<file path="config.mk">
export PLATFORM = sky130hd
export DESIGN_NAME = oam_rx_message_and_link_reset_regs
export DESIGN_NICKNAME = d
export VERILOG_FILES = /design/src/verilog/oam_regs_pkg.sv /design/src/verilog/oam_regs_if.sv /design/src/verilog/oam_msg_capture.sv /design/src/verilog/link_restart_ctrl.sv /design/src/verilog/oam_rx_message_and_link_reset_regs.sv
export SDC_FILE = /design/constraint.sdc
export NUM_CORES = 1
export LEC_CHECK = 0
export BUFFER_PORTS_ARGS = -buffer_cell sky130_fd_sc_hd__buf_4
export CAP_MARGIN = 10
export CORE_MARGIN = 5
export CORE_UTILIZATION = 31
export DETAILED_ROUTE_END_ITERATION = 8
export PLACE_DENSITY = 0.53
export SLEW_MARGIN = 5
export SYNTH_ARGS = -nofsm -noshare
export SYNTH_HDL_FRONTEND = slang
export SYNTH_SLANG_ARGS = --single-unit
</file>
<file path="constraint.sdc">
create_clock -name clk_sys -period 4.2 [get_ports clk_sys]
set_input_delay 0 -clock clk_sys [delete_from_list [all_inputs] [get_ports clk_sys]]
set_output_delay 0 -clock clk_sys [all_outputs]
set_load 0.01 [all_outputs]
</file>
<file path="src/verilog/oam_regs_pkg.sv">
// Constants shared by the partner message and link restart register bank.
package oam_regs_pkg;

  // ==========================================================================
  // Widths
  localparam int unsigned DATA_W = 16;
  localparam int unsigned MMD_W = 5;
  localparam int unsigned ADDR_W = 16;
  localparam int unsigned REG_ADDR_W = 12;
  localparam int unsigned MSG_W = 64;
  localparam int unsigned MSG_WORDS = 4;
  localparam int unsigned MSG_NUM_W = 4;
  localparam int unsigned SNR_W = 2;

  // ==========================================================================
  // Register spaces and printed offsets
  localparam logic [MMD_W-1:0] MMD_PMA_SPACE = 5'h03;
  localparam logic [MMD_W-1:0] MMD_AN_SPACE = 5'h07;
  localparam logic [ADDR_W-1:0] OFS_RX_STATUS = 16'h3909;
  localparam logic [ADDR_W-1:0] OFS_RX_WORD_0 = 16'h390A;
  localparam logic [ADDR_W-1:0] OFS_RX_WORD_1 = 16'h390B;
  localparam logic [ADDR_W-1:0] OFS_RX_WORD_2 = 16'h390C;
  localparam logic [ADDR_W-1:0] OFS_RX_WORD_3 = 16'h390D;
  localparam logic [ADDR_W-1:0] OFS_LINK_RESTART = 16'h7200;

  // ==========================================================================
  // Field positions
  localparam int unsigned STAT_READY_BIT = 15;
  localparam int unsigned STAT_TOGGLE_BIT = 14;
  localparam int unsigned STAT_NUM_LSB = 8;
  localparam int unsigned STAT_SNR_LSB = 0;
  localparam int unsigned RESTART_BIT = 0;

  // ==========================================================================
  // Reset values
  localparam logic [DATA_W-1:0] RST_WORD = 16'h0000;
  localparam logic [MSG_W-1:0] RST_MSG = 64'h0000_0000_0000_0000;
  localparam logic [MSG_NUM_W-1:0] RST_NUM = 4'h0;
  localparam logic [SNR_W-1:0] RST_SNR = 2'h0;

endpackage

</file>
<file path="src/verilog/oam_regs_if.sv">
// Interface between the register front end and its two storage modules.
`timescale 1ns/1ps
`default_nettype none

interface oam_regs_if;
  import oam_regs_pkg::*;

  // Stored partner message and its status.
  logic [MSG_W-1:0] message;
  logic [MSG_NUM_W-1:0] number;
  logic toggle;
  logic [SNR_W-1:0] snr;
  logic ready;
  logic clear_on_read;

  // Link restart control.
  logic restart_wr;
  logic restart_wbit;
  logic restart_bit;

  modport capture (
    output message,
    output number,
    output toggle,
    output snr,
    output ready,
    input clear_on_read
  );

  modport restart (
    input restart_wr,
    input restart_wbit,
    output restart_bit
  );

  modport regs (
    input message,
    input number,
    input toggle,
    input snr,
    input ready,
    output clear_on_read,
    output restart_wr,
    output restart_wbit,
    input restart_bit
  );
endinterface

`default_nettype wire

</file>
<file path="src/verilog/oam_msg_capture.sv">
// Holds the first unread partner message as one snapshot with its ready flag.
`timescale 1ns/1ps
`default_nettype none

module oam_msg_capture (
  // Clock and reset
  input wire logic clk_sys,
  input wire logic resetn,
  // Received frame from the receive path
  input wire logic frame_stb,
  input wire logic [oam_regs_pkg::MSG_W-1:0] frame_msg,
  input wire logic [oam_regs_pkg::MSG_NUM_W-1:0] frame_num,
  input wire logic frame_toggle,
  input wire logic [oam_regs_pkg::SNR_W-1:0] frame_snr,
  // Register side
  oam_regs_if.capture view
);
  import oam_regs_pkg::*;

  logic load;
  logic ready_r;
  logic [MSG_W-1:0] message_r;
  logic [MSG_NUM_W-1:0] number_r;
  logic toggle_r;
  logic [SNR_W-1:0] snr_r;

  // ==========================================================================
  // Load decision
  // A held message is not overwritten until software has read the last
  // word, so a slow reader never sees octets of two messages. A frame
  // landing in the clearing cycle is still taken.
  assign load = frame_stb && (!ready_r || view.clear_on_read);

  // ==========================================================================
  // Snapshot storage
  // RULE_11: one frame, one load.
  always_ff @(posedge clk_sys) begin
    if (!resetn) begin
      message_r <= RST_MSG;
      number_r <= RST_NUM;
      toggle_r <= 1'b0;
      snr_r <= RST_SNR;
    end else if (load) begin
      message_r <= frame_msg;
      number_r <= frame_num;
      toggle_r <= frame_toggle;
      snr_r <= frame_snr;
    end
  end

  // ==========================================================================
  // Ready flag
  // RULE_10: set on stored message.
  // RULE_09: cleared on last-word read.
  always_ff @(posedge clk_sys) begin
    if (!resetn) begin
      ready_r <= 1'b0;
    end else if (load) begin
      ready_r <= 1'b1;
    end else if (view.clear_on_read) begin
      ready_r <= 1'b0;
    end
  end

  assign view.message = message_r;
  assign view.number = number_r;
  assign view.toggle = toggle_r;
  assign view.snr = snr_r;
  assign view.ready = ready_r;

endmodule

`default_nettype wire

</file>
<file path="src/verilog/link_restart_ctrl.sv">
// Self-clearing link synchronisation restart bit.
`timescale 1ns/1ps
`default_nettype none

module link_restart_ctrl (
  // Clock and reset
  input wire logic clk_sys,
  input wire logic resetn,
  // Register side
  oam_regs_if.restart ctl
);
  import oam_regs_pkg::*;

  logic restart_bit_r;

  // ==========================================================================
  // Restart bit
  // RULE_07: write one, self clear.
  // RULE_08: zero after reset.
  always_ff @(posedge clk_sys) begin
    if (!resetn) begin
      restart_bit_r <= 1'b0;
    end else begin
      restart_bit_r <= ctl.restart_wr && ctl.restart_wbit;
    end
  end

  assign ctl.restart_bit = restart_bit_r;

endmodule

`default_nettype wire

</file>
<file path="src/verilog/oam_rx_message_and_link_reset_regs.sv">
// Register bank for the received partner message and the link restart bit.
//
// Overview of operation
// RULE_01: Word zero shows message octets one, zero.
// RULE_02: Word one shows message octets three, two.
// RULE_03: Word two shows message octets five, four.
// RULE_04: Word three shows message octets seven, six.
// RULE_05: Space three; top nibble ignored in address.
// RULE_06: Restart word in space seven, nibble ignored.
// RULE_07: Writing one restarts link, bit self clears.
// RULE_08: Restart word resets zero; upper bits zero.
// RULE_09: Reading word three clears message ready flag.
// RULE_10: Ready flag bit fifteen set on stored message.
// RULE_11: All words and flag load from one frame.
`timescale 1ns/1ps
`default_nettype none

module oam_rx_message_and_link_reset_regs (
  // Clock and reset
  input wire logic clk_sys,
  input wire logic resetn,
  // Register access port
  input wire logic reg_req,
  input wire logic reg_write,
  input wire logic [oam_regs_pkg::MMD_W-1:0] reg_mmd,
  input wire logic [oam_regs_pkg::ADDR_W-1:0] reg_addr,
  input wire logic [oam_regs_pkg::DATA_W-1:0] reg_wdata,
  output logic [oam_regs_pkg::DATA_W-1:0] reg_rdata,
  output logic reg_ack,
  // Received frames from the receive path
  input wire logic frame_stb,
  input wire logic [oam_regs_pkg::MSG_W-1:0] frame_msg,
  input wire logic [oam_regs_pkg::MSG_NUM_W-1:0] frame_num,
  input wire logic frame_toggle,
  input wire logic [oam_regs_pkg::SNR_W-1:0] frame_snr,
  // Link control and status
  output logic link_sync_restart,
  output logic partner_msg_ready
);
  import oam_regs_pkg::*;

  oam_regs_if bank ();

  logic in_pma;
  logic in_an;
  logic [REG_ADDR_W-1:0] local_addr;
  logic hit_status;
  logic hit_restart;
  logic [MSG_WORDS-1:0] hit_word;
  logic [DATA_W-1:0] partner_msg_octets_1_0;
  logic [DATA_W-1:0] partner_msg_octets_3_2;
  logic [DATA_W-1:0] partner_msg_octets_5_4;
  logic [DATA_W-1:0] partner_msg_octets_7_6;
  logic [DATA_W-1:0] status_word;
  logic [DATA_W-1:0] restart_word;
  logic [DATA_W-1:0] reg_rdata_nxt;
  logic [DATA_W-1:0] reg_rdata_r;
  logic reg_ack_r;
  logic link_sync_restart_r;
  logic partner_msg_ready_r;

  // ==========================================================================
  // Storage modules
  oam_msg_capture u_capture (
    .clk_sys(clk_sys),
    .resetn(resetn),
    .frame_stb(frame_stb),
    .frame_msg(frame_msg),
    .frame_num(frame_num),
    .frame_toggle(frame_toggle),
    .frame_snr(frame_snr),
    .view(bank.capture)
  );

  link_restart_ctrl u_restart (
    .clk_sys(clk_sys),
    .resetn(resetn),
    .ctl(bank.restart)
  );

  // ==========================================================================
  // Address decode
  // The top nibble of the printed offset only repeats the register space,
  // so it is not compared; a caller may present it or leave it zero.
  // RULE_05: space three, low twelve bits.
  // RULE_06: space seven, low twelve bits.
  assign local_addr = reg_addr[REG_ADDR_W-1:0];
  assign in_pma = (reg_mmd == MMD_PMA_SPACE);
  assign in_an = (reg_mmd == MMD_AN_SPACE);
  assign hit_status = in_pma &&
    (local_addr == OFS_RX_STATUS[REG_ADDR_W-1:0]);
  // The four message words sit at consecutive offsets in space three.
  for (genvar w = 0; w < MSG_WORDS; w++) begin : g_word_hit
    assign hit_word[w] = in_pma && (local_addr ==
      OFS_RX_WORD_0[REG_ADDR_W-1:0] + REG_ADDR_W'(w));
  end
  assign hit_restart = in_an &&
    (local_addr == OFS_LINK_RESTART[REG_ADDR_W-1:0]);

  // ==========================================================================
  // Message words
  // The first bit on the line lands in the least significant bit.
  // RULE_01: octets one and zero.
  assign partner_msg_octets_1_0 = bank.message[DATA_W-1:0];
  // RULE_02: octets three and two.
  assign partner_msg_octets_3_2 = bank.message[2*DATA_W-1:DATA_W];
  // RULE_03: octets five and four.
  assign partner_msg_octets_5_4 = bank.message[3*DATA_W-1:2*DATA_W];
  // RULE_04: octets seven and six.
  assign partner_msg_octets_7_6 = bank.message[4*DATA_W-1:3*DATA_W];

  // ==========================================================================
  // Status and restart words
  // RULE_10: ready flag in bit fifteen.
  always_comb begin
    status_word = RST_WORD;
    status_word[STAT_READY_BIT] = bank.ready;
    status_word[STAT_TOGGLE_BIT] = bank.toggle;
    status_word[STAT_NUM_LSB +: MSG_NUM_W] = bank.number;
    status_word[STAT_SNR_LSB +: SNR_W] = bank.snr;
  end

  // RULE_08: upper bits read zero.
  always_comb begin
    restart_word = RST_WORD;
    restart_word[RESTART_BIT] = bank.restart_bit;
  end

  // ==========================================================================
  // Side effects of accesses
  // Writes to the read-only words are accepted and have no effect.
  // RULE_09: last-word read clears ready.
  assign bank.clear_on_read = reg_req && !reg_write && hit_word[3];
  // RULE_07: write strobe to restart bit.
  assign bank.restart_wr = reg_req && reg_write && hit_restart;
  assign bank.restart_wbit = reg_wdata[RESTART_BIT];

  // ==========================================================================
  // Read data mux
  // Unmapped addresses read as zero so software probing the space sees a
  // quiet answer rather than stale data.
  always_comb begin
    reg_rdata_nxt = RST_WORD;
    if (hit_status) begin
      reg_rdata_nxt = status_word;
    end else if (hit_word[0]) begin
      reg_rdata_nxt = partner_msg_octets_1_0;
    end else if (hit_word[1]) begin
      reg_rdata_nxt = partner_msg_octets_3_2;
    end else if (hit_word[2]) begin
      reg_rdata_nxt = partner_msg_octets_5_4;
    end else if (hit_word[3]) begin
      reg_rdata_nxt = partner_msg_octets_7_6;
    end else if (hit_restart) begin
      reg_rdata_nxt = restart_word;
    end
  end

  // ==========================================================================
  // Answer registers
  always_ff @(posedge clk_sys) begin
    if (!resetn) begin
      reg_rdata_r <= RST_WORD;
    end else if (reg_req && !reg_write) begin
      reg_rdata_r <= reg_rdata_nxt;
    end
  end

  always_ff @(posedge clk_sys) begin
    if (!resetn) begin
      reg_ack_r <= 1'b0;
    end else begin
      reg_ack_r <= reg_req;
    end
  end

  // ==========================================================================
  // Link outputs
  // The restart pulse is retimed here so it leaves the block from a local
  // flop; this costs one cycle against the internal bit.
  // RULE_07: restart pulse to link.
  always_ff @(posedge clk_sys) begin
    if (!resetn) begin
      link_sync_restart_r <= 1'b0;
    end else begin
      link_sync_restart_r <= bank.restart_bit;
    end
  end

  always_ff @(posedge clk_sys) begin
    if (!resetn) begin
      partner_msg_ready_r <= 1'b0;
    end else begin
      partner_msg_ready_r <= bank.ready;
    end
  end

  assign reg_rdata = reg_rdata_r;
  assign reg_ack = reg_ack_r;
  assign link_sync_restart = link_sync_restart_r;
  assign partner_msg_ready = partner_msg_ready_r;

endmodule

`default_nettype wire

</file>
==> results of run 1 <==
per-stage QoR:
step                      worst slack (ns)  utilization (%)  total power, uW  cell area (um2)  hold WS (ns)
after floorplan                       2.74                -             1100             4180         0.126
after CTS                             1.60             46.2             2080             6110         0.110
after detailed placement              1.69             38.1             1210             5050         0.248
after global placement                1.77             38.1             1200             5050         0.243
final                                 1.60             46.2             2060             6110         0.111
after global routing                  1.42             46.2             2160             6110         0.147
cell families (layout without fill, tap and decap cells):
group / after synthesis / after routing
AO/OA/AOI/OAI: 121 / 121
buffers and inverters: 42 / 210
flip-flops: 92 / 92
multiplexers: 26 / 26
other: 0 / 1
AND/OR/NAND/NOR: 193 / 193
worst reg2reg max path, cell delays in order, from the launching register on:
cell	delay, ns
dfxtp_1	0.38
o32a_4	0.93
buf_4	0.62
nand3_1	0.16
o21ai_1	0.12
power by group through the flow:
stage / Combinational [uW] / Clock [uW] / Sequential (uW)
6_report: 297 / 823 / 944
5_1_grt: 329 / 882 / 949
4_1_cts: 301 / 838 / 945
3_5_place_dp: 245 / 0 / 964
3_3_place_gp: 241 / 0 / 962
2_1_floorplan: 145 / 0 / 960
worst paths after layout:
kind	depth (start not counted)	endpoint	slack, ns	from
hold reg to reg	2	u_capture.view.message[42]$_SDFFE_PN0P_	0.45	u_capture.view.message[42]$_SDFFE_PN0P_
setup reg to reg	4	u_capture.view.message[61]$_SDFFE_PN0P_	1.92	u_capture.view.ready$_SDFFE_PN0P_
hold / removal	4	reg_rdata[14]$_SDFFE_PN0P_	0.11	reg_write
setup / recovery	9	u_capture.view.message[61]$_SDFFE_PN0P_	1.60	reg_req
routing by layer:
metal | share of wire, % | vias up | wire (um)
met3 | 4.6 | 15 | 547
li1 | - | 2009 | -
met5 | 0 | - | 0
met2 | 47 | 92 | 5630
met4 | 1.5 | 0 | 179
met1 | 47 | 1731 | 5590
layout by cell type, fill, tap and decap left out, types with 2 or more instances in the layout:
cell / n
o21ai_2: 11
nor2_1: 3
o21ai_0: 15
o41ai_1: 2
nand3_1: 47
clkbuf_8: 2
a22oi_1: 6
clkinv_2: 2
buf_4: 117
nand3_2: 29
dlygate4sd3_1: 76
nor2b_1: 3
a21oi_1: 7
nand3b_1: 2
mux2i_1: 25
and2_1: 5
a211oi_1: 5
o22a_1: 9
clkbuf_16: 9
o21ai_1: 60
nand2_1: 85
dfxtp_1: 92
nor3_1: 7
nand2b_1: 2
repair_timing:
action | CTS | global route
hold buffers | 76 | 0
gates resized for setup | 0 | 0
hold endpoints to repair | 74 | 0
flip-flops by register name, summed over array words and instances, names as in the netlist:
name,count
u_capture.view.message,64
u_restart.ctl.restart_bit,1
u_capture.view.number,4
link_sync_restart,1
reg_rdata,16
partner_msg_ready,1
u_capture.view.ready,1
u_capture.view.toggle,1
u_capture.view.snr,2
reg_ack,1
final cells by class:
cell class                 count  area, um2
fill                        1333       7130
multi-input combinational    340       2100
sequential                    92       1840
timing repair buffer         193       1640
clock buffer                  12        256
tap                          176        220
clock inverter                 4       47.5
inverter                       1       3.75
antenna                        1       2.50
==> out/results.tsv, run 1 <==
stage	metric	value	unit
outcome	status	completed	
worst_setup_path	slowest_delay	0.90	ns
detailed_routing	first_iter_violations	216	
sta	period_needed	2.60	ns
global_routing	grt.met3_usage	3.77	%
sta	final.setup.tns	0	ns
placement	dpl.hpwl	8100	um
detailed_routing	wl	11900	um
detailed_routing	via_per_inst	4.70	
global_routing	use_met1	19.5	%
yosys	synth_compound_area_share	18.0	%
yosys	synthMuxAreaShare	6.26	%
worst_setup_path	crit_path_end_kind	flip-flop	
yosys	ys_types	42	
global_routing	grt.total_usage	15.2	%
finish	area_growth	46.4	%
yosys	synth_edf_count	0	
sta	fmax	0.384	GHz
yosys	netlist_area	0.00418	mm2
placement	post-place-cells	726	
worst_setup_path	crit_type	primary input to flip-flop	
sta	worst_pin_slew	1.16	ns
cts	cts_tree	yes	
worst_setup_path	cp_top_family	buffers and inverters	
sta	skew	0.00633	ns
placement	numPortBuffers	112	
global_routing	grt_remaining_overflow	0	
detailed_routing	ant_nets	0	
hold_path	hp-class	primary input to flip-flop	
power_and_ir_drop	swShare	24.1	%
die	dieArea	0.0159	mm2
yosys	ys_ff_latch	92	
yosys	syn-num-nets	587	
cts	h-tree-depth	3	
power_and_ir_drop	seq_power_share	45.7	%
cts	cts_setup_buffers	0	
yosys	synthCells	474	
yosys	yosys.area_share.simple	26.2	%
worst_setup_path	cp.buffers_inverters	4	
worst_setup_path	cpMostUsedCell	buf_4	
detailed_routing	remaining_drc_errors	0	
yosys	synth_fa_ha_area_share	0	%
power_and_ir_drop	netSwitchingPower	498	uW
sta	grt_setup_unrepaired	no	
power_and_ir_drop	pwr-share-clk	39.9	%
sta	hold_viol	0	
finish	nNetsFinal	750	
cts	cts_max_path_buffers	2	
global_routing	grt_use_met2	25.7	%
yosys	synth_common_cells	dfxtp_1, nand2_1, o21ai_1	
die	rows	42	
worst_setup_path	crit_chain	dlygate4sd3_1 -> buf_4 -> nor2b_1 -> buf_4 -> nand3_1 -> o32a_4 -> buf_4 -> nand3_1 -> o21ai_1	
yosys	synth_top_area_share	44.1	%
sta	finalSetupViolations	0	
worst_setup_path	slowest_stage	o32a_4	
worst_setup_path	critPathArrivalTime	2.87	ns
worst_setup_path	worst-path-max-fanout	111	
placement	gp_congestion	0.796	
yosys	synth_area_leaders	dfxtp_1, nand2_1, o21ai_1	
finish	finalNonFillerCells	819	
cts	cts_num_sinks	92	
sta	post-route-period-util	62.0	%
cts	path_clk_slew	0.07	ns
flow_run	drv_cap	0	
power_and_ir_drop	power.density	338	mW/mm2
yosys	synth_xor_area_share	0	%
detailed_routing	num_vias	3847	
detailed_routing	wire_per_inst	14.6	um
die	die_y	126	um
die	boundaryPins	132	
yosys	async_flop_share	0	%
global_routing	grt_first_pass_wirelength	19800	um
worst_setup_path	worst-endpoint-required	4.46	ns
power_and_ir_drop	comb_power_share	14.4	%
global_routing	grt_max_degree	112	
cts	clk_latency	0.34	ns
worst_setup_path	cp-start-kind	primary input	
global_routing	antenna_found_initial	1	
sta	slew_headroom	22.8	%
global_routing	top_usage_layer	met2	
yosys	synth.most_common_cell	dfxtp_1	
cts	numCtsBuffers	9	
sta	slew_violations	0	
yosys	ys.flop_type	dfxtp_1	
yosys	synth_top_area_cell	dfxtp_1	
finish	layout-drive-gt1-share	27.9	%
power_and_ir_drop	ir_drop	0.233	mV
die	dieWidth	126	um
die	core	0.0132	mm2
yosys	synth_top_family_by_area	simple AND/OR/NAND/NOR gates	
global_routing	grt_pass1_vias	4030	
detailed_routing	dr.pass1.iters	5	
cts	cts_root_buffer	clkbuf_16	
yosys	syn_avg_cell_area	8.81	um2
power_and_ir_drop	p_leak	0.00239	uW
yosys	ys_warn_count	0	
yosys	ys_seq_area_share	44.1	%
power_and_ir_drop	p_int	1570	uW
die	start_util	31.5	%
(Power assumes the default switching activity.)
==> inputs of run 2 (changes only) <==
Clock period 4.2 ns to 2.5 ns, I/O delays scaled along.
==> run 2 against run 1 <==
  * Flip-flop and latch count stayed put
  * Combinational power rose by 72%
  * Clock skew is 0.00055 ns lower
  * Sequential share of layout area fell by 0.22 points
  * Largest cell class unchanged
  * Highest routed layer unchanged
==> out/results.tsv, run 2 (same netlist as run 1, synthesis figures left out) <==
stage	metric	value	unit	change
sta	worst_pin_slew	0.616	ns	was 1.16 ns
power_and_ir_drop	power	3380	uW	was 2060 uW
worst_setup_path	cp-start-kind	primary input		unchanged
finish	fillCellCount	1298		was 1333
cts	cts_resized	0		unchanged
die	rows	42		unchanged
detailed_routing	dr.pass1.iters	4		was 5
sta	whs	0.0436	ns	was 0.111 ns
global_routing	grt.total_usage	15.3	%	was 15.2%
flow_run	drv_cap	0		unchanged
detailed_routing	via_per_inst	4.75		was 4.70
outcome	status	completed		unchanged
global_routing	antenna_found_initial	0		was 1
hold_path	min_to	reg_rdata[8]$_SDFFE_PN0P_		was reg_rdata[14]$_SDFFE_PN0P_
die	dieWidth	126	um	unchanged
detailed_routing	num_vias	3918		was 3847
detailed_routing	wire_per_inst	14.6	um	about the same
global_routing	grt_first_pass_wirelength	19600	um	was 19800 um
power_and_ir_drop	seq_power_share	47.0	%	was 45.7%
sta	final.setup.tns	0	ns	unchanged
worst_setup_path	r2r_setup_slack	0.84	ns	was 1.92 ns
finish	final_cell_mix	buf_4, dfxtp_1, nand2_1, dlygate4sd3_1, o21ai_1		unchanged
global_routing	grt_pass1_vias	3960		was 4030
power_and_ir_drop	pwr-share-clk	37.8	%	was 39.9%
sta	grt_setup_unrepaired	no		unchanged
cts	numCtsBuffers	9		unchanged
detailed_routing	wl	12000	um	was 11900 um
cts	clk_latency	0.34	ns	about the same
power_and_ir_drop	p_int	2550	uW	was 1570 uW
sta	slew_violations	0		unchanged
finish	layout-drive-gt1-share	28.4	%	was 27.9%
finish	final_common_cell	buf_4		unchanged
worst_setup_path	rr_endpoint	u_capture.view.message[9]$_SDFFE_PN0P_		was u_capture.view.message[61]$_SDFFE_PN0P_
worst_setup_path	critPathArrivalTime	2.25	ns	was 2.87 ns
global_routing	grt_max_degree	70		was 112
power_and_ir_drop	netSwitchingPower	830	uW	was 498 uW
sta	slew_headroom	58.8	%	was 22.8%
die	boundaryPins	132		unchanged
worst_setup_path	crit_type	primary input to flip-flop		unchanged
finish	post-route-cell-area	0.00616	mm2	was 0.00611 mm2
placement	place_area	0.00512	mm2	was 0.00505 mm2
cts	cts_hold_buf	76		unchanged
sta	hold_viol	0		unchanged
detailed_routing	remaining_drc_errors	0		unchanged
die	core	0.0132	mm2	unchanged
cts	path_clk_slew	0.06	ns	was 0.07 ns
cts	cts_max_path_buffers	2		unchanged
cts	h-tree-depth	3		unchanged
cts	cts_setup_buffers	0		unchanged
detailed_routing	first_iter_violations	276		was 216
cts	cts_num_sinks	92		unchanged
die	dieArea	0.0159	mm2	unchanged
worst_setup_path	rr_worst_depth	4		unchanged
power_and_ir_drop	comb_power_share	15.2	%	was 14.4%
sta	skew	0.00578	ns	was 0.00633 ns
hold_path	hold_start	resetn		was reg_write
finish	antenna_cells	0		was 1
power_and_ir_drop	ir_drop	0.323	mV	was 0.233 mV
sta	finalSetupViolations	0		unchanged
worst_setup_path	worst-endpoint-required	2.77	ns	was 4.46 ns
placement	gp_congestion	0.798		was 0.796
detailed_routing	ant_nets	0		unchanged
sta	fmax	0.505	GHz	
power_and_ir_drop	p_leak	0.00242	uW	was 0.00239 uW
finish	nNetsFinal	756		was 750
die	die_y	126	um	unchanged
worst_setup_path	worst-path-max-fanout	56		was 111
placement	dpl.hpwl	8350	um	was 8100 um
global_routing	grt_remaining_overflow	0		unchanged
finish	final_util	46.5	%	was 46.2%
worst_setup_path	crit_path_end_kind	flip-flop		unchanged
placement	numPortBuffers	112		unchanged
worst_setup_path	r2r-start	u_capture.view.ready$_SDFFE_PN0P_		unchanged
cts	cts_tree	yes		unchanged
power_and_ir_drop	power.density	548	mW/mm2	was 338 mW/mm2
die	start_util	31.5	%	unchanged
hold_path	hp-class	primary input to flip-flop		unchanged
cts	cts_root_buffer	clkbuf_16		unchanged
sta	period_needed	1.98	ns	
sta	post-route-period-util	79.1	%	
power_and_ir_drop	swShare	24.6	%	was 24.1%
hold_path	min_path_cells	3		was 4
finish	largest_register_ffs	64		unchanged
finish	area_growth	47.5	%	was 46.4%
==> run 2: changes by cell type in the layout (fill, tap and decap cells not counted), sizes merged <==
| cell | previous run | this run |
|---|---|---|
| diode | 1 | 0 |
| clkbuf | 12 | 13 |
| bufinv | 1 | 0 |
| buf | 117 | 123 |
==> run 2: final cells by class <==
class | instances | area [um2] | area share (%)
Inverter | 1 | 3.75 | 0.0609
Clock buffer | 13 | 260 | 4.23
Clock inverter | 3 | 21.3 | 0.345
Tap cell | 176 | 220 | 3.58
Sequential cell | 92 | 1840 | 29.9
Multi-Input combinational cell | 340 | 2100 | 34.1
Timing Repair Buffer | 199 | 1710 | 27.7
==> run 2: power by group through the flow <==
stage / Combinational [uW] / Sequential, uW / Clock (uW)
floorplan: 243 / 1610 / 0
global placement: 417 / 1620 / 0
detailed placement: 423 / 1620 / 0
CTS: 518 / 1590 / 1330
global route: 566 / 1600 / 1380
finish: 512 / 1590 / 1280
==> run 2: per-stage QoR <==
stage | std cells | worst slack, ns
final | 824 | 0.522
after global routing | 824 | 0.374
after CTS | 824 | 0.546
after detailed placement | 732 | 0.598
after global placement | 732 | 0.624
after floorplan | 474 | 1.04
==> run 2: how the worst max path moves through the flow <==
stage	start	to	slack [ns]
after global placement	reg_addr[7]	reg_rdata[15]$_SDFFE_PN0P_	0.62
after floorplan	reg_addr[7]	u_capture.view.message[59]$_SDFFE_PN0P_	1.04
after CTS	reg_req	u_capture.view.message[9]$_SDFFE_PN0P_	0.55
after detailed placement	reg_addr[7]	reg_rdata[15]$_SDFFE_PN0P_	0.60
final	reg_req	u_capture.view.message[9]$_SDFFE_PN0P_	0.52
after global routing	reg_req	u_capture.view.message[18]$_SDFFE_PN0P_	0.37
==> run 2: per-layer routing <==
metal,GRT usage (%),part of all wire (%),vias up
li1,-,-,2026
met4,5.55,1.8,0
met1,19.5,47,1798
met3,3.60,4.6,15
met2,25.2,47,79
met5,0,0,-
==> run 2: critical path, stage by stage <==
cell,delay [ns]
dlygate4sd3_1,0.55
buf_4,0.14
nor2b_1,0.12
buf_4,0.17
nand3_1,0.10
o32a_4,0.54
buf_4,0.39
nand3_1,0.11
o21ai_1,0.09
==> inputs of run 3 (changes only) <==
Settings changed: ABC_AREA set to 1.
Clock period 2.5 ns to 1.9 ns, I/O delays scaled along.
==> run 3 against run 2 <==
  * Hold slack worse by 0.028 ns
  * Non-clock buffer count is 4 higher
  * Critical path type unchanged
  * Clock skew hardly changed
  * Critical endpoint is now u_restart.ctl.restart_bit$_SDFF_PN0_
  * Combinational power is 36% higher
  * Cell count is 16% higher
==> out/results.tsv, run 3 <==
stage	metric	value	unit	change
sta	slew_headroom	64.7	%	was 58.8%
sta	final.setup.tns	0	ns	unchanged
placement	numPortBuffers	112		unchanged
global_routing	grt_max_degree	51		was 70
yosys	syn_avg_cell_area	6.79	um2	was 8.81 um2
detailed_routing	num_vias	4350		was 3918
global_routing	grt_pass1_vias	4282		was 3960
finish	final_common_cell	nor2_1		was buf_4
power_and_ir_drop	power	4580	uW	was 3380 uW
sta	fmax	0.568	GHz	
worst_setup_path	slowest_delay	0.55	ns	about the same
finish	nNetsFinal	896		was 756
sta	post-route-period-util	92.7	%	
power_and_ir_drop	ir_drop	0.435	mV	was 0.323 mV
worst_setup_path	critPathArrivalTime	1.98	ns	was 2.25 ns
yosys	synth_top_area_cell	dfxtp_1		unchanged
cts	cts_num_sinks	92		unchanged
yosys	synth.most_common_cell	nor2_1		was dfxtp_1
yosys	async_flop_share	0	%	unchanged
finish	multi_input_area	0.00187	mm2	was 0.00210 mm2
yosys	ys_warn_count	0		unchanged
worst_setup_path	cp-start-kind	primary input		unchanged
yosys	ys_ff_latch	92		unchanged
die	start_util	31.9	%	was 31.5%
die	dieArea	0.0155	mm2	was 0.0159 mm2
worst_setup_path	worst-path-max-fanout	2		was 56
global_routing	antenna_found_initial	0		unchanged
placement	dpl.hpwl	9480	um	was 8350 um
sta	grt_setup_unrepaired	no		unchanged
yosys	synth_common_cells	nor2_1, dfxtp_1, nand2_1		was dfxtp_1, nand2_1, o21ai_1
outcome	status	completed		unchanged
hold_path	hp-class	primary input to flip-flop		unchanged
finish	seq_area	0.00184	mm2	unchanged
power_and_ir_drop	p_leak	0.00280	uW	was 0.00242 uW
die	rows	41		was 42
sta	period_needed	1.76	ns	
die	boundaryPins	132		unchanged
die	core	0.0127	mm2	was 0.0132 mm2
global_routing	grt.total_usage	16.3	%	was 15.3%
detailed_routing	wire_per_inst	13.3	um	was 14.6 um
yosys	syn-num-nets	711		was 587
yosys	synthCells	598		was 474
yosys	ys_types	21		was 42
finish	antenna_cells	0		unchanged
die	dieWidth	124	um	was 126 um
placement	gp_congestion	0.867		was 0.798
global_routing	grt_first_pass_wirelength	20800	um	was 19600 um
finish	final_cell_mix	nor2_1, buf_4, dfxtp_1, nand2_1, dlygate4sd3_1		was buf_4, dfxtp_1, nand2_1, dlygate4sd3_1, o21ai_1
sta	slew_violations	0		unchanged
yosys	synth_top_area_share	45.3	%	was 44.1%
worst_setup_path	crit_chain	dlygate4sd3_1 -> buf_4 -> nand2_1 -> inv_1 -> nand3_1 -> dlygate4sd3_1 -> nor2_1 -> dlygate4sd3_1		was dlygate4sd3_1 -> buf_4 -> nor2b_1 -> buf_4 -> nand3_1 -> o32a_4 -> buf_4 -> nand3_1 -> o21ai_1
sta	finalSetupViolations	0		unchanged
flow_run	drv_cap	0		unchanged
cts	clk_latency	0.33	ns	was 0.34 ns
detailed_routing	remaining_drc_errors	0		unchanged
sta	whs	0.0158	ns	was 0.0436 ns
die	die_y	124	um	was 126 um
worst_setup_path	crit_type	primary input to flip-flop		unchanged
power_and_ir_drop	power.density	750	mW/mm2	was 548 mW/mm2
yosys	netlist_area	0.00406	mm2	was 0.00418 mm2
yosys	synth_edf_count	0		unchanged
detailed_routing	ant_nets	0		unchanged
cts	path_clk_slew	0.07	ns	was 0.06 ns
sta	skew	0.00605	ns	was 0.00578 ns
cts	h-tree-depth	3		unchanged
worst_setup_path	crit_path_end_kind	flip-flop		unchanged
worst_setup_path	cp_top_family	buffers and inverters		unchanged
sta	worst_pin_slew	0.526	ns	was 0.616 ns
finish	area_growth	50.4	%	was 47.5%
finish	largest_register_ffs	64		unchanged
worst_setup_path	cp.buffers_inverters	5		was 4
detailed_routing	wl	12800	um	was 12000 um
finish	final_util	48.0	%	was 46.5%
detailed_routing	first_iter_violations	316		was 276
worst_setup_path	cpMostUsedCell	dlygate4sd3_1		was buf_4
yosys	synth_area_leaders	dfxtp_1, nor2_1, o21ai_1		was dfxtp_1, nand2_1, o21ai_1
finish	fillCellCount	1304		was 1298
sta	hold_viol	0		unchanged
detailed_routing	dr.pass1.iters	4		unchanged
worst_setup_path	slowest_stage	dlygate4sd3_1		unchanged
global_routing	grt_remaining_overflow	0		unchanged
cts	cts_max_path_buffers	2		unchanged
cts	cts_setup_buffers	0		unchanged
cts	cts_root_buffer	clkbuf_16		unchanged
finish	layout-drive-gt1-share	19.6	%	was 28.4%
cts	cts_tree	yes		unchanged
worst_setup_path	worst-endpoint-required	2.12	ns	was 2.77 ns
yosys	ys_seq_area_share	45.3	%	was 44.1%
cts	numCtsBuffers	9		unchanged
detailed_routing	via_per_inst	4.54		was 4.75
yosys	ys.flop_type	dfxtp_1		unchanged
[run 3: changes by cell type in the layout (fill, tap and decap cells not counted), sizes merged, moves of 5 or more]
cell,previous run,this run
a211oi,5,0
o21ai,86,91
nor2,3,191
buf,123,129
nand4,1,6
o22a,9,0
a21oi,7,26
mux2i,25,0
nand3,76,31
a22oi,6,0
and2,6,0
inv,1,40
[run 3: cells by family (layout without fill, tap and decap cells)]
family | after synthesis | after routing | share of synthesized area (%)
simple gates | 320 | 320 | 31.6
flops | 92 | 92 | 45.3
buf+inv | 69 | 258 | 8.65
compound gates | 117 | 117 | 14.4
[run 3: final timing paths]
path	depth (start not counted)	from	slack (ns)	end
setup / recovery	8	reg_req	0.14	u_restart.ctl.restart_bit$_SDFF_PN0_
hold / removal	3	frame_msg[30]	0.02	u_capture.view.message[30]$_SDFFE_PN0P_
setup reg to reg	5	u_capture.view.ready$_SDFFE_PN0P_	0.66	u_capture.view.message[30]$_SDFFE_PN0P_
hold reg to reg	2	u_capture.view.message[18]$_SDFFE_PN0P_	0.45	u_capture.view.message[18]$_SDFFE_PN0P_
[run 3: timing repair]
action,in CTS,in global routing
hold buffers,74,0
endpoints found under the hold margin,72,0
resized for setup,0,2
setup endpoints to repair,0,1
[run 3: area by class of cell]
| type | instances | area share (%) |
|---|---|---|
| Tap cell | 172 | 3.52 |
| Sequential cell | 92 | 30.2 |
| Clock buffer | 9 | 3.69 |
| Clock inverter | 6 | 1.07 |
| Inverter | 40 | 2.46 |
| Multi-Input combinational cell | 437 | 30.6 |
| Timing Repair Buffer | 203 | 28.5 |
[run 3: stage by stage]
step	std cells	setup slack [ns]	area (um2)
3_5_place_dp	870	0.183	5070
4_1_cts	959	0.0542	6100
2_1_floorplan	598	0.603	4060
3_3_place_gp	870	0.229	5070
6_report	959	0.139	6110
5_1_grt	959	0.0334	6110
[run 3: power by group]
| part | switching, uW | total, uW | internal [uW] | leakage [uW] |
|---|---|---|---|---|
| sequential | 70.4 | 2140 | 2070 | 0.000759 |
| combinational | 327 | 696 | 369 | 0.00190 |
| clock | 738 | 1750 | 1010 | 0.000142 |
| total | 1140 | 4580 | 3450 | 0.00280 |
[run 3: tightest hold or removal path, delay by kind of cell]
kind,cells,cell delay (ns)
AOI/OAI and AO/OA,2,0.23
buffers and inverters,1,0.08
[run 3: metal layers]
layer | vias to the layer above | wire (um) | track usage (%)
met3 | 12 | 825 | 3.52
met1 | 1949 | 5570 | 20.8
met4 | 0 | 167 | 5.09
met2 | 110 | 6210 | 27.6
met5 | - | 0 | 0
li1 | 2279 | - | -
